**src/rtl/mior_defs.svh**
```systemverilog
// constants for the miscellaneous i/o, serial port and rom read block
// assumes a 50 MHz clock and an axi4-lite register bus with 32-bit data
// Behaviour
// - mode one drives register bits onto pins
// - mode zero strobes latch on each general output write with byte 0 strobed
// - serial clock pin driven from bit 0
// - serial clock level read in bit 2
// - serial data pin driven from bit 1
// - serial data level read in bit 3
// - serial pins work only while bit 4 set
// - strapped alias port reaches serial register
// - rom read drives 16-bit address out
// - rom read captures 8-bit data
// - rom enable asserted during rom read
`ifndef MIOR_DEFS_SVH
`define MIOR_DEFS_SVH
// ==========================================================
// register offsets (byte addresses)
`define MIOR_OFF_GEN_OUT 8'h00
`define MIOR_OFF_MODE 8'h04
`define MIOR_OFF_SERIAL 8'h08
`define MIOR_OFF_ROM_ADDR 8'h0C
`define MIOR_OFF_ROM_STAT 8'h10
`define MIOR_OFF_STRAP 8'h14
// ==========================================================
// field positions
`define MIOR_SER_CLK_OUT 0
`define MIOR_SER_DAT_OUT 1
`define MIOR_SER_CLK_IN 2
`define MIOR_SER_DAT_IN 3
`define MIOR_SER_EN 4
`define MIOR_MODE_SEL 0
`define MIOR_ROM_BUSY 8
// ==========================================================
// alias ports and straps
`define MIOR_IO_PORT_A 16'h00E2
`define MIOR_IO_PORT_B 16'h00E8
`define MIOR_STRAP_PORT_A 2'h1
`define MIOR_STRAP_PORT_B 2'h2
// ==========================================================
// responses and timing
`define MIOR_RESP_OKAY 2'h0
`define MIOR_RESP_SLVERR 2'h2
`define MIOR_CLK_NS 20
`define MIOR_ROM_ACC_NS 200
`endif

```
**src/rtl/mior_pkg.sv**
```systemverilog
// types for the miscellaneous i/o, serial port and rom read block
// assumes mior_defs.svh supplies the numeric constants
package mior_pkg;
   typedef enum logic [0:0] {
      MIOR_ROM_IDLE,
      MIOR_ROM_ACCESS
   } mior_rom_state_t;
endpackage

```
**src/rtl/mior_od_pin.sv**
```systemverilog
// one open-drain serial pin cell with registered enable and level
// assumes the pin input is synchronous to i_clk
`timescale 1ns/1ps
module mior_od_pin (
   input wire logic i_clk,
   input wire logic i_rst,
   input wire logic i_en,
   input wire logic i_out_bit,
   input wire logic i_pin,
   output logic o_pin_out,
   output logic o_pin_oe,
   output logic o_level
);
   logic next_oe;
   logic next_level;
   // ==========================================================
   // drive low for a zero, release for a one, only when enabled
   always_comb begin
      next_oe = i_en & ~i_out_bit;
      next_level = i_en & i_pin;
   end
   always_ff @(posedge i_clk) begin
      if (i_rst) begin
         o_pin_out <= 1'b0;
         o_pin_oe <= 1'b0;
         o_level <= 1'b0;
      end else begin
         // open drain: the driven level is always low
         o_pin_out <= 1'b0;
         o_pin_oe <= next_oe;
         o_level <= next_level;
      end
   end
endmodule // mior_od_pin

```
**src/rtl/mior_top.sv**
```systemverilog
// miscellaneous i/o block: general output port, serial port, rom reads
// assumes axi4-lite master on i_clk, synchronous active-high reset
`timescale 1ns/1ps
`include "mior_defs.svh"
module mior_top
   import mior_pkg::*;
#(
   parameter int ROM_ACC_NS = `MIOR_ROM_ACC_NS
) (
   input wire logic i_clk,
   input wire logic i_rst,
   input wire logic [7:0] i_s_awaddr,
   input wire logic i_s_awvalid,
   output logic o_s_awready,
   input wire logic [31:0] i_s_wdata,
   input wire logic [3:0] i_s_wstrb,
   input wire logic i_s_wvalid,
   output logic o_s_wready,
   output logic [1:0] o_s_bresp,
   output logic o_s_bvalid,
   input wire logic i_s_bready,
   input wire logic [7:0] i_s_araddr,
   input wire logic i_s_arvalid,
   output logic o_s_arready,
   output logic [31:0] o_s_rdata,
   output logic [1:0] o_s_rresp,
   output logic o_s_rvalid,
   input wire logic i_s_rready,
   input wire logic [15:0] i_io_addr,
   input wire logic i_io_wr,
   input wire logic i_io_rd,
   input wire logic [7:0] i_io_wdata,
   output logic [7:0] o_io_rdata,
   output logic o_io_hit,
   input wire logic [1:0] i_mem_data_bus_strap,
   output logic [1:0] o_gen_out,
   output logic o_out_latch_strobe,
   input wire logic i_ser_clk,
   output logic o_ser_clk,
   output logic o_ser_clk_oe,
   input wire logic i_ser_dat,
   output logic o_ser_dat,
   output logic o_ser_dat_oe,
   output logic [15:0] o_rom_addr,
   output logic o_rom_addr_oe,
   input wire logic [7:0] i_rom_data,
   output logic o_rom_oe
);
   localparam int ROM_CYC_RAW = (ROM_ACC_NS + `MIOR_CLK_NS - 1) / `MIOR_CLK_NS;
   localparam int ROM_CYC = (ROM_CYC_RAW < 1) ? 1 : ROM_CYC_RAW;
   localparam int CW = $clog2(ROM_CYC + 1);
   localparam logic [CW-1:0] ROM_LAST = CW'(ROM_CYC - 1);

   // ==========================================================
   // helpers
   function automatic logic [31:0] merge_strb(input logic [31:0] old_v,
      input logic [31:0] new_v, input logic [3:0] strb);
      logic [31:0] r;
      r = old_v;
      for (int b = 0; b < 4; b++) begin
         if (strb[b]) begin
            r[8*b +: 8] = new_v[8*b +: 8];
         end
      end
      return r;
   endfunction

   function automatic logic is_mapped(input logic [7:0] a);
      return (a == `MIOR_OFF_GEN_OUT) || (a == `MIOR_OFF_MODE) ||
         (a == `MIOR_OFF_SERIAL) || (a == `MIOR_OFF_ROM_ADDR) ||
         (a == `MIOR_OFF_ROM_STAT) || (a == `MIOR_OFF_STRAP);
   endfunction

   // ==========================================================
   // state
   logic [7:0] aw_addr, next_aw_addr;
   logic aw_have, next_aw_have;
   logic [31:0] w_data, next_w_data;
   logic [3:0] w_strb, next_w_strb;
   logic w_have, next_w_have;
   logic next_awready, next_wready, next_bvalid, next_arready, next_rvalid;
   logic [1:0] next_bresp, next_rresp;
   logic [31:0] next_rdata;
   logic [1:0] gen_out_reg, next_gen_out_reg;
   logic outport_mode_sel, next_outport_mode_sel;
   logic [4:0] serial_port_reg, next_serial_port_reg;
   logic [1:0] strap, next_strap;
   logic strap_done, next_strap_done;
   logic [1:0] next_gen_out;
   logic next_strobe;
   mior_rom_state_t rom_state, next_rom_state;
   logic [CW-1:0] rom_cnt, next_rom_cnt;
   logic [15:0] next_rom_addr;
   logic [7:0] rom_data, next_rom_data;
   logic next_rom_oe;
   logic [7:0] next_io_rdata;
   logic next_io_hit;
   logic [1:0] ser_level;
   logic [1:0] ser_oe;
   logic [1:0] ser_out;
   logic [1:0] ser_pin_in;
   logic do_write;
   logic io_sel;
   logic [31:0] wr_val;
   logic [31:0] ser_word;
   logic [31:0] rom_wr_val;

   assign ser_pin_in = {i_ser_dat, i_ser_clk};
   assign rom_wr_val = merge_strb({16'h0000, o_rom_addr}, w_data, w_strb);
   assign ser_word = {27'h0000000, serial_port_reg[`MIOR_SER_EN], ser_level,
      serial_port_reg[`MIOR_SER_DAT_OUT], serial_port_reg[`MIOR_SER_CLK_OUT]};

   // ==========================================================
   // serial pins
   genvar gi;
   generate
      for (gi = 0; gi < 2; gi++) begin : g_ser
         mior_od_pin u_pin (
            .i_clk(i_clk),
            .i_rst(i_rst),
            .i_en(serial_port_reg[`MIOR_SER_EN]),
            .i_out_bit(serial_port_reg[gi]),
            .i_pin(ser_pin_in[gi]),
            .o_pin_out(ser_out[gi]),
            .o_pin_oe(ser_oe[gi]),
            .o_level(ser_level[gi])
         );
      end
   endgenerate
   assign o_ser_clk = ser_out[0];
   assign o_ser_clk_oe = ser_oe[0];
   assign o_ser_dat = ser_out[1];
   assign o_ser_dat_oe = ser_oe[1];

   // ==========================================================
   // strap capture after reset release
   always_comb begin
      next_strap = strap;
      next_strap_done = 1'b1;
      if (!strap_done) begin
         next_strap = i_mem_data_bus_strap;
      end
   end

   // ==========================================================
   // alias port decode
   always_comb begin
      io_sel = 1'b0;
      if (strap_done && (strap == `MIOR_STRAP_PORT_A) && (i_io_addr == `MIOR_IO_PORT_A)) begin
         io_sel = 1'b1;
      end
      if (strap_done && (strap == `MIOR_STRAP_PORT_B) && (i_io_addr == `MIOR_IO_PORT_B)) begin
         io_sel = 1'b1;
      end
      next_io_hit = io_sel & (i_io_rd | i_io_wr);
      next_io_rdata = o_io_rdata;
      if (io_sel && i_io_rd) begin
         next_io_rdata = ser_word[7:0];
      end
   end

   // ==========================================================
   // axi write channel and register writes
   always_comb begin
      next_aw_addr = aw_addr;
      next_aw_have = aw_have;
      next_w_data = w_data;
      next_w_strb = w_strb;
      next_w_have = w_have;
      next_bvalid = o_s_bvalid;
      next_bresp = o_s_bresp;
      next_gen_out_reg = gen_out_reg;
      next_outport_mode_sel = outport_mode_sel;
      next_serial_port_reg = serial_port_reg;
      next_strobe = 1'b0;
      wr_val = 32'h00000000;
      if (o_s_bvalid && i_s_bready) begin
         next_bvalid = 1'b0;
      end
      if (o_s_awready && i_s_awvalid) begin
         next_aw_addr = i_s_awaddr;
         next_aw_have = 1'b1;
      end
      if (o_s_wready && i_s_wvalid) begin
         next_w_data = i_s_wdata;
         next_w_strb = i_s_wstrb;
         next_w_have = 1'b1;
      end
      do_write = aw_have && w_have && !o_s_bvalid;
      if (io_sel && i_io_wr) begin
         next_serial_port_reg = {i_io_wdata[`MIOR_SER_EN], 2'h0,
            i_io_wdata[`MIOR_SER_DAT_OUT], i_io_wdata[`MIOR_SER_CLK_OUT]};
      end
      if (do_write) begin
         next_aw_have = 1'b0;
         next_w_have = 1'b0;
         next_bvalid = 1'b1;
         next_bresp = is_mapped(aw_addr) ? `MIOR_RESP_OKAY : `MIOR_RESP_SLVERR;
         unique case (aw_addr)
            `MIOR_OFF_GEN_OUT: begin
               wr_val = merge_strb({30'h00000000, gen_out_reg}, w_data, w_strb);
               next_gen_out_reg = wr_val[1:0];
               next_strobe = !outport_mode_sel && w_strb[0];
            end
            `MIOR_OFF_MODE: begin
               wr_val = merge_strb({31'h00000000, outport_mode_sel}, w_data, w_strb);
               next_outport_mode_sel = wr_val[`MIOR_MODE_SEL];
            end
            `MIOR_OFF_SERIAL: begin
               wr_val = merge_strb(ser_word, w_data, w_strb);
               next_serial_port_reg = {wr_val[`MIOR_SER_EN], 2'h0,
                  wr_val[`MIOR_SER_DAT_OUT], wr_val[`MIOR_SER_CLK_OUT]};
            end
            default: begin
               wr_val = 32'h00000000;
            end
         endcase
      end
      next_awready = !next_aw_have && !next_bvalid;
      next_wready = !next_w_have && !next_bvalid;
   end

   // ==========================================================
   // general output port pins
   always_comb begin
      next_gen_out = outport_mode_sel ? gen_out_reg : 2'h0;
   end

   // ==========================================================
   // rom read sequencer
   always_comb begin
      next_rom_state = rom_state;
      next_rom_cnt = rom_cnt;
      next_rom_addr = o_rom_addr;
      next_rom_data = rom_data;
      next_rom_oe = 1'b0;
      unique case (rom_state)
         MIOR_ROM_IDLE: begin
            // software keeps the memory bus idle before starting a read
            if (do_write && (aw_addr == `MIOR_OFF_ROM_ADDR)) begin
               next_rom_addr = rom_wr_val[15:0];
               next_rom_cnt = '0;
               next_rom_oe = 1'b1;
               next_rom_state = MIOR_ROM_ACCESS;
            end
         end
         MIOR_ROM_ACCESS: begin
            next_rom_oe = 1'b1;
            next_rom_cnt = CW'(rom_cnt + 1'b1);
            if (rom_cnt == ROM_LAST) begin
               next_rom_data = i_rom_data;
               next_rom_oe = 1'b0;
               next_rom_state = MIOR_ROM_IDLE;
            end
         end
      endcase
   end

   // ==========================================================
   // axi read channel
   always_comb begin
      next_rvalid = o_s_rvalid;
      next_rdata = o_s_rdata;
      next_rresp = o_s_rresp;
      if (o_s_rvalid && i_s_rready) begin
         next_rvalid = 1'b0;
      end
      if (o_s_arready && i_s_arvalid) begin
         next_rvalid = 1'b1;
         next_rresp = is_mapped(i_s_araddr) ? `MIOR_RESP_OKAY : `MIOR_RESP_SLVERR;
         unique case (i_s_araddr)
            `MIOR_OFF_GEN_OUT: next_rdata = {30'h00000000, gen_out_reg};
            `MIOR_OFF_MODE: next_rdata = {31'h00000000, outport_mode_sel};
            `MIOR_OFF_SERIAL: next_rdata = ser_word;
            `MIOR_OFF_ROM_ADDR: next_rdata = {16'h0000, o_rom_addr};
            `MIOR_OFF_ROM_STAT: next_rdata = {23'h000000,
               rom_state == MIOR_ROM_ACCESS, rom_data};
            `MIOR_OFF_STRAP: next_rdata = {29'h00000000, strap_done, strap};
            default: next_rdata = 32'h00000000;
         endcase
      end
      next_arready = !next_rvalid;
   end

   // ==========================================================
   // registers
   always_ff @(posedge i_clk) begin
      if (i_rst) begin
         aw_addr <= 8'h00;
         aw_have <= 1'b0;
         w_data <= 32'h00000000;
         w_strb <= 4'h0;
         w_have <= 1'b0;
         o_s_awready <= 1'b0;
         o_s_wready <= 1'b0;
         o_s_bvalid <= 1'b0;
         o_s_bresp <= `MIOR_RESP_OKAY;
         o_s_arready <= 1'b0;
         o_s_rvalid <= 1'b0;
         o_s_rdata <= 32'h00000000;
         o_s_rresp <= `MIOR_RESP_OKAY;
         gen_out_reg <= 2'h0;
         outport_mode_sel <= 1'b0;
         serial_port_reg <= 5'h00;
         strap <= 2'h0;
         strap_done <= 1'b0;
         o_gen_out <= 2'h0;
         o_out_latch_strobe <= 1'b0;
         rom_state <= MIOR_ROM_IDLE;
         rom_cnt <= '0;
         o_rom_addr <= 16'h0000;
         rom_data <= 8'h00;
         o_rom_oe <= 1'b0;
         o_rom_addr_oe <= 1'b0;
         o_io_rdata <= 8'h00;
         o_io_hit <= 1'b0;
      end else begin
         aw_addr <= next_aw_addr;
         aw_have <= next_aw_have;
         w_data <= next_w_data;
         w_strb <= next_w_strb;
         w_have <= next_w_have;
         o_s_awready <= next_awready;
         o_s_wready <= next_wready;
         o_s_bvalid <= next_bvalid;
         o_s_bresp <= next_bresp;
         o_s_arready <= next_arready;
         o_s_rvalid <= next_rvalid;
         o_s_rdata <= next_rdata;
         o_s_rresp <= next_rresp;
         gen_out_reg <= next_gen_out_reg;
         outport_mode_sel <= next_outport_mode_sel;
         serial_port_reg <= next_serial_port_reg;
         strap <= next_strap;
         strap_done <= next_strap_done;
         o_gen_out <= next_gen_out;
         o_out_latch_strobe <= next_strobe;
         rom_state <= next_rom_state;
         rom_cnt <= next_rom_cnt;
         o_rom_addr <= next_rom_addr;
         rom_data <= next_rom_data;
         o_rom_oe <= next_rom_oe;
         o_rom_addr_oe <= next_rom_oe;
         o_io_rdata <= next_io_rdata;
         o_io_hit <= next_io_hit;
      end
   end
endmodule // mior_top

```
**config.mk**
```make
export PLATFORM = sky130hd
export DESIGN_NAME = mior_top
export DESIGN_NICKNAME = d
export VERILOG_FILES = /design/src/rtl/mior_pkg.sv /design/src/rtl/mior_od_pin.sv /design/src/rtl/mior_top.sv
export VERILOG_INCLUDE_DIRS = /design/src /design/src/rtl
export SDC_FILE = /design/constraint.sdc
export NUM_CORES = 1
export LEC_CHECK = 0
export ABC_AREA = 1
export BUFFER_PORTS_ARGS = -buffer_cell sky130_fd_sc_hd__buf_2
export CORE_MARGIN = 5
export CORE_UTILIZATION = 45
export CTS_BUF_LIST = sky130_fd_sc_hd__clkbuf_2
export DETAILED_ROUTE_END_ITERATION = 16
export GPL_TIMING_DRIVEN = 0
export PLACE_DENSITY_LB_ADDON = 0.15
export SLEW_MARGIN = 20
export SYNTH_ARGS = -nofsm -noshare
export SYNTH_HDL_FRONTEND = slang
export SYNTH_SLANG_ARGS = --single-unit
```
**constraint.sdc**
```tcl
create_clock -name i_clk -period 1.5 [get_ports i_clk]
set_input_delay 0.3 -clock i_clk [delete_from_list [all_inputs] [get_ports i_clk]]
set_output_delay 0.3 -clock i_clk [all_outputs]
set_load 0.03 [all_outputs]
```
After elaboration in Yosys (flattened, before gate mapping)
Cells that the tools add are included.

Bits in registers: 122. Input port bits: 97. Output and inout port bits: 75. Word-level logic and storage cells: 127.

$add $sub $neg: 1. Equality and inequality tests: 17. Muxes and demuxes: 23. Bitwise logic cells: 12. Reduce and logical (&&, ||, !) cells: 42.

Operators by type and width (number): case mux 16 bit (6 select lines) (1); == test 16 x 8 -> 1 bit (second input constant) (2); == test 8 x 4 -> 1 bit (second input constant) (4); == test 8 x 5 -> 1 bit (second input constant) (4); 2-to-1 mux 5 bit (4); logical AND 1 bit (17); == test 8 x 3 -> 1 bit (second input constant) (2); logical NOT 8 bit (2); 2-to-1 mux 1 bit (13); AND reduction 3 bit (4); logical OR 1 bit (10); case mux 4 bit (2 select lines) (1); logical NOT 1 bit (6); NOT 1 bit (6); AND 1 bit (5); adder 4 x 1 -> 4 bit (second input constant) (1); == test 4 bit (second input constant) (1); 2-to-1 mux 2 bit (2); 2-to-1 mux 4 bit (1); != test 3 bit (second input constant) (1); OR reduction 3 bit (1); == test 2 x 1 -> 1 bit (second input constant) (1); == test 2 bit (second input constant) (1); != test 2 bit (second input constant) (1); other kinds (4) (4).

Longest topological paths before layout
Word-level depth: 9. Depth in mapped cells: 11.

Modules after synthesis
Synthesis repeated with hierarchy kept, for this count alone.

Cells, all modules: 575. Area total of the unflattened synthesis: 4339.2 sq um.

By module, submodules not included: mior_top (instances 1, cells each 557, area each 4194.0 sq um); mior_od_pin (instances 2, cells each 9, area each 72.6 sq um).

Worst setup path before layout
Ideal clock, no wire load.

Path kind: register to register. From: register rom_state. To: register rom_data[5]. Library setup time: 119 ps. Arrival: 1426 ps. Data required time: 1381 ps. Setup slack: -45 ps. Cell stages (with the launch flop): 7. Path through: dfxtp_1 > inv_1 > nor2_1 > inv_1 > buf_2 > o21ai_0 > a21oi_1.

Word-level cells in the longest chain between the ends: 1.

Ends and longest elaborated chain: start: declaration (RTL line mior_top.sv:91) `mior_rom_state_t rom_state, next_rom_state;`; start signal: assignment (RTL line mior_top.sv:338) `rom_state <= next_rom_state;`; AND reduction 2 bit (no source line); end signal: assignment (RTL line mior_top.sv:341) `rom_data <= next_rom_data;`; end: declaration (RTL line mior_top.sv:94) `logic [7:0] rom_data, next_rom_data;`.

No other way between the ends. A chain may end at the register's enable or synchronous reset.

Worst setup path in the final report
From: register o_s_bvalid. To: register o_rom_addr[3].

Word-level cells in the longest chain between the ends: 4.

Ends and longest elaborated chain: start: declaration (RTL line mior_top.sv:20) `output logic o_s_bvalid,`; start signal: assignment (RTL line mior_top.sv:325) `o_s_bvalid <= next_bvalid;`; logical NOT 1 bit (RTL line mior_top.sv:189) `do_write = aw_have && w_have && !o_s_bvalid;`; logical AND 1 bit (RTL line mior_top.sv:189); logical AND 1 bit (RTL line mior_top.sv:240) `` if (do_write && (aw_addr == `MIOR_OFF_ROM_ADDR)) begin ``; AND reduction 3 bit (no source line); end signal: assignment (RTL line mior_top.sv:340) `o_rom_addr <= next_rom_addr;`; end: declaration (RTL line mior_top.sv:44) `output logic [15:0] o_rom_addr,`.

No other way between the ends.

==> summary.txt <==
STA
  • Final period util: 104%
  • Max_slew headroom: 55.2%
  • Max Fclk: 644 MHz
  • Hold_ws: approximately 0.056 ns
  • Setup_tns: -0.364 ns
  • Worst-Margin Slew: 0.671 ns
  • Tmin final: 1.55 ns
  • Max-slew violations: 0
  • # setup viols final: 12
  • Setup ws final: -0.0527 ns
  • Fin Clk Skew: 0.0299 ns
  • Final hold vios: 0
  • RSZ-0062 raised after global routing: true

Clock tree
  • Clock root buffer: clkbuf_2
  • Clock slew at reported path FFs: 0.28 ns
  • Worst skew pair latency: ~0.58 ns
  • Clk buf depth: 2
  • H-tree depth: 3
  • CTS buffer count: 9
  • CTS tree: yes
  • Clock sink count: approximately 100

Setup path
  • Worst r2r dst: o_rom_addr[3]
  • CP endpoint kind: register
  • R2R cell count: 8
  • WP data arrival: 2.09 ns
  • CP Max Fanout: 5
  • Crit path required time: between 2 and 2.5 ns
  • Critical Setup Path Class: reg -> reg
  • CP startpoint kind: register
  • R2r startpoint: o_s_bvalid
  • FF-to-FF setup slack: -0.05 ns

Layout
  • Layout cells sized above 1: 35.2%
  • Final Util: 66.3%
  • Finished Layout Cells: 968
  • Area Growth Syn to Fin: 45.1%
  • ANT cells: 0
  • Largest registers: o_rom_addr (16), o_s_rdata (16), w_data (16)
  • Fill cells: between 800 and 900
  • Final instance area: 0.00642 mm²
  • Final nets: 929

Yosys
  • Post-Syn Instances: 607
  • Sequential area share after synthesis: 46.2%
  • Area leader, netlist: dfxtp_1
  • FF+latch count, synth: between 100 and 150
  • Async set or reset register ratio after synthesis: 0%
  • Synthesized cell area: approximately 0.0044 mm²
  • Synth area leaders: dfxtp_1 46%, nor2_1 10%, o21ai_0 8.3%, nand2_1 7.5%, a21oi_1 5.4%
  • Yosys top cell area share: between 40% and 50%
  • Yosys warns: 0
  • Mapped Avg Cell Area: 7.28 µm²
  • Most frequent cells after synthesis: 118 x nor2_1, 102 x dfxtp_1, 88 x nand2_1
  • Main synth FF type: dfxtp_1
  • EDFF count, synth: 0
  • Leading cell type by number of instances after synthesis: nor2_1
  • Yosys cell types: 36

Global routing
  • Initial antenna violation count: 0
  • Grt ovf: 0
  • Vias in the first global route: between 4000 and 5000
  • Pin count of the biggest net entering global routing: 17
  • GRT Total Usage: between 20% and 30%
  • First-pass GRT wire length: 20700 µm

Routing
  • Drc violations: 0
  • Vias per cell: 4.83
  • DR WL/cell: about 14 µm
  • ANT nets after route: 0
  • First-pass DRT Iterations: 5
  • Via count: 4680
  • DRT Wirelength: 14000 µm
  • Initial drt markers: 234

Run
  • Total of max-cap violations: 0

Die
  • Initial Util: between 40% and 50%
  • Die Span Y: 109 µm
  • Std cell rows: 36
  • I/O Pins: 172
  • Die ar.: roughly 0.012 mm²
  • Die X: 109 µm
  • Core area: 0.00968 mm²

Power
  • Total chip power: 5.01 mW
  • Worst vdd ir: 0.659 mV
  • Leak: 3.01 nW
  • Power Dens Cells: 781 mW/mm²

Place
  • Worst slack, placed: -0.210 ns
  • DP HPWL: 9450 µm
  • Post-Place Cells: 886
  • Placed Area: 0.00529 mm²
  • Final Wtd Congestion: 0.796
  • # port buffers: 124

Hold path
  • Hold endpoint: o_s_rdata[4]
  • HP Start: i_s_arvalid
  • Min-Delay Path Class: in -> reg
  • Hold Path Stages: 4

Run status
  • Failing checks: negative setup slack
  • Status: complete, but fails checks
-- per-layer routing --
metal / global-route usage (%) / vias to the layer above / part of all wire, %
li1: - / 2346 / -
met1: 27.3 / 2163 / 41
met2: 39.5 / 157 / 51
met3: 4.03 / 14 / 7.1
met4: 7.30 / 0 / 1.1
met5: 0 / - / 0
-- cells in the final DEF (no fill, tap or decap), drive strengths merged --
cell type and instances:
dfxtp 102, or2 1, ha 2, a211oi 3
a31oi 1, o21ai 74, conb 23, a21oi 49
clkinv 4, nor3 8, nand4 6, buf 179
o22ai 2, nor2 125, nand3 25, nand3b 2
o211ai 1, clkbuf 27, and3 2, o21a 5
bufinv 1, dlygate4sd3 38, inv 64, clkinvlp 2
nand2 89
-- layout make-up --
class,instances,area (µm²),share of cell area [%]
timing repair buffer,189,1420,22.2
buffer,44,279,4.35
clock inverter,5,60.1,0.936
sequential,102,2120,33.1
clock buffer,11,55.1,0.858
multi-input combinational,418,2060,32.0
inverter,66,258,4.02
tap,133,166,2.59
-- worst max-delay path: stages, from the launching register on --
cell	delay, ns
dfxtp_2	0.38
inv_2	0.08
nand3_4	0.09
nor3_4	0.25
nand3_4	0.17
buf_4	0.18
nor2_4	0.15
o21ai_0	0.11
nor2_1	0.12
-- timing repair --
| item | in CTS | in global routing |
|---|---|---|
| buffers inserted | 13 | 14 |
| gates resized for setup | 75 | 107 |
| gates cloned | 0 | 1 |
| pin swaps | 6 | 17 |
| endpoints found under the hold margin | 39 | 0 |
| hold buffers | 38 | 0 |
| setup endpoints to repair | 88 | 82 |
-- report_power, final --
part           internal (mW)  total [mW]  switching [mW]
clock network          0.401        1.32           0.915
logic                  0.339       0.822           0.483
registers               2.81        2.87          0.0656
-- how the worst max path moves through the flow --
stage	from	endpoint	cells past startpoint
5_1_grt	o_s_bvalid	o_rom_addr[10]	8
2_1_floorplan	o_s_bvalid	o_rom_addr[4]	8
3_5_place_dp	i_s_araddr[7]	o_s_rdata[3]	11
3_3_place_gp	i_s_arvalid	o_s_rdata[8]	6
4_1_cts	rom_state	o_rom_oe	2
6_report	o_s_bvalid	o_rom_addr[3]	8
-- cells by family (layout without fill, tap and decap cells) --
group,Yosys count,in the layout,share of synthesized area (%)
buf+inv,110,315,11.8
flops,102,102,46.2
compound gates,135,135,16.0
simple gates,257,258,25.4
other cells,1,23,0.0848
fa+ha+maj,2,2,0.566
No activity file was read; power rests on OpenSTA's default activity.
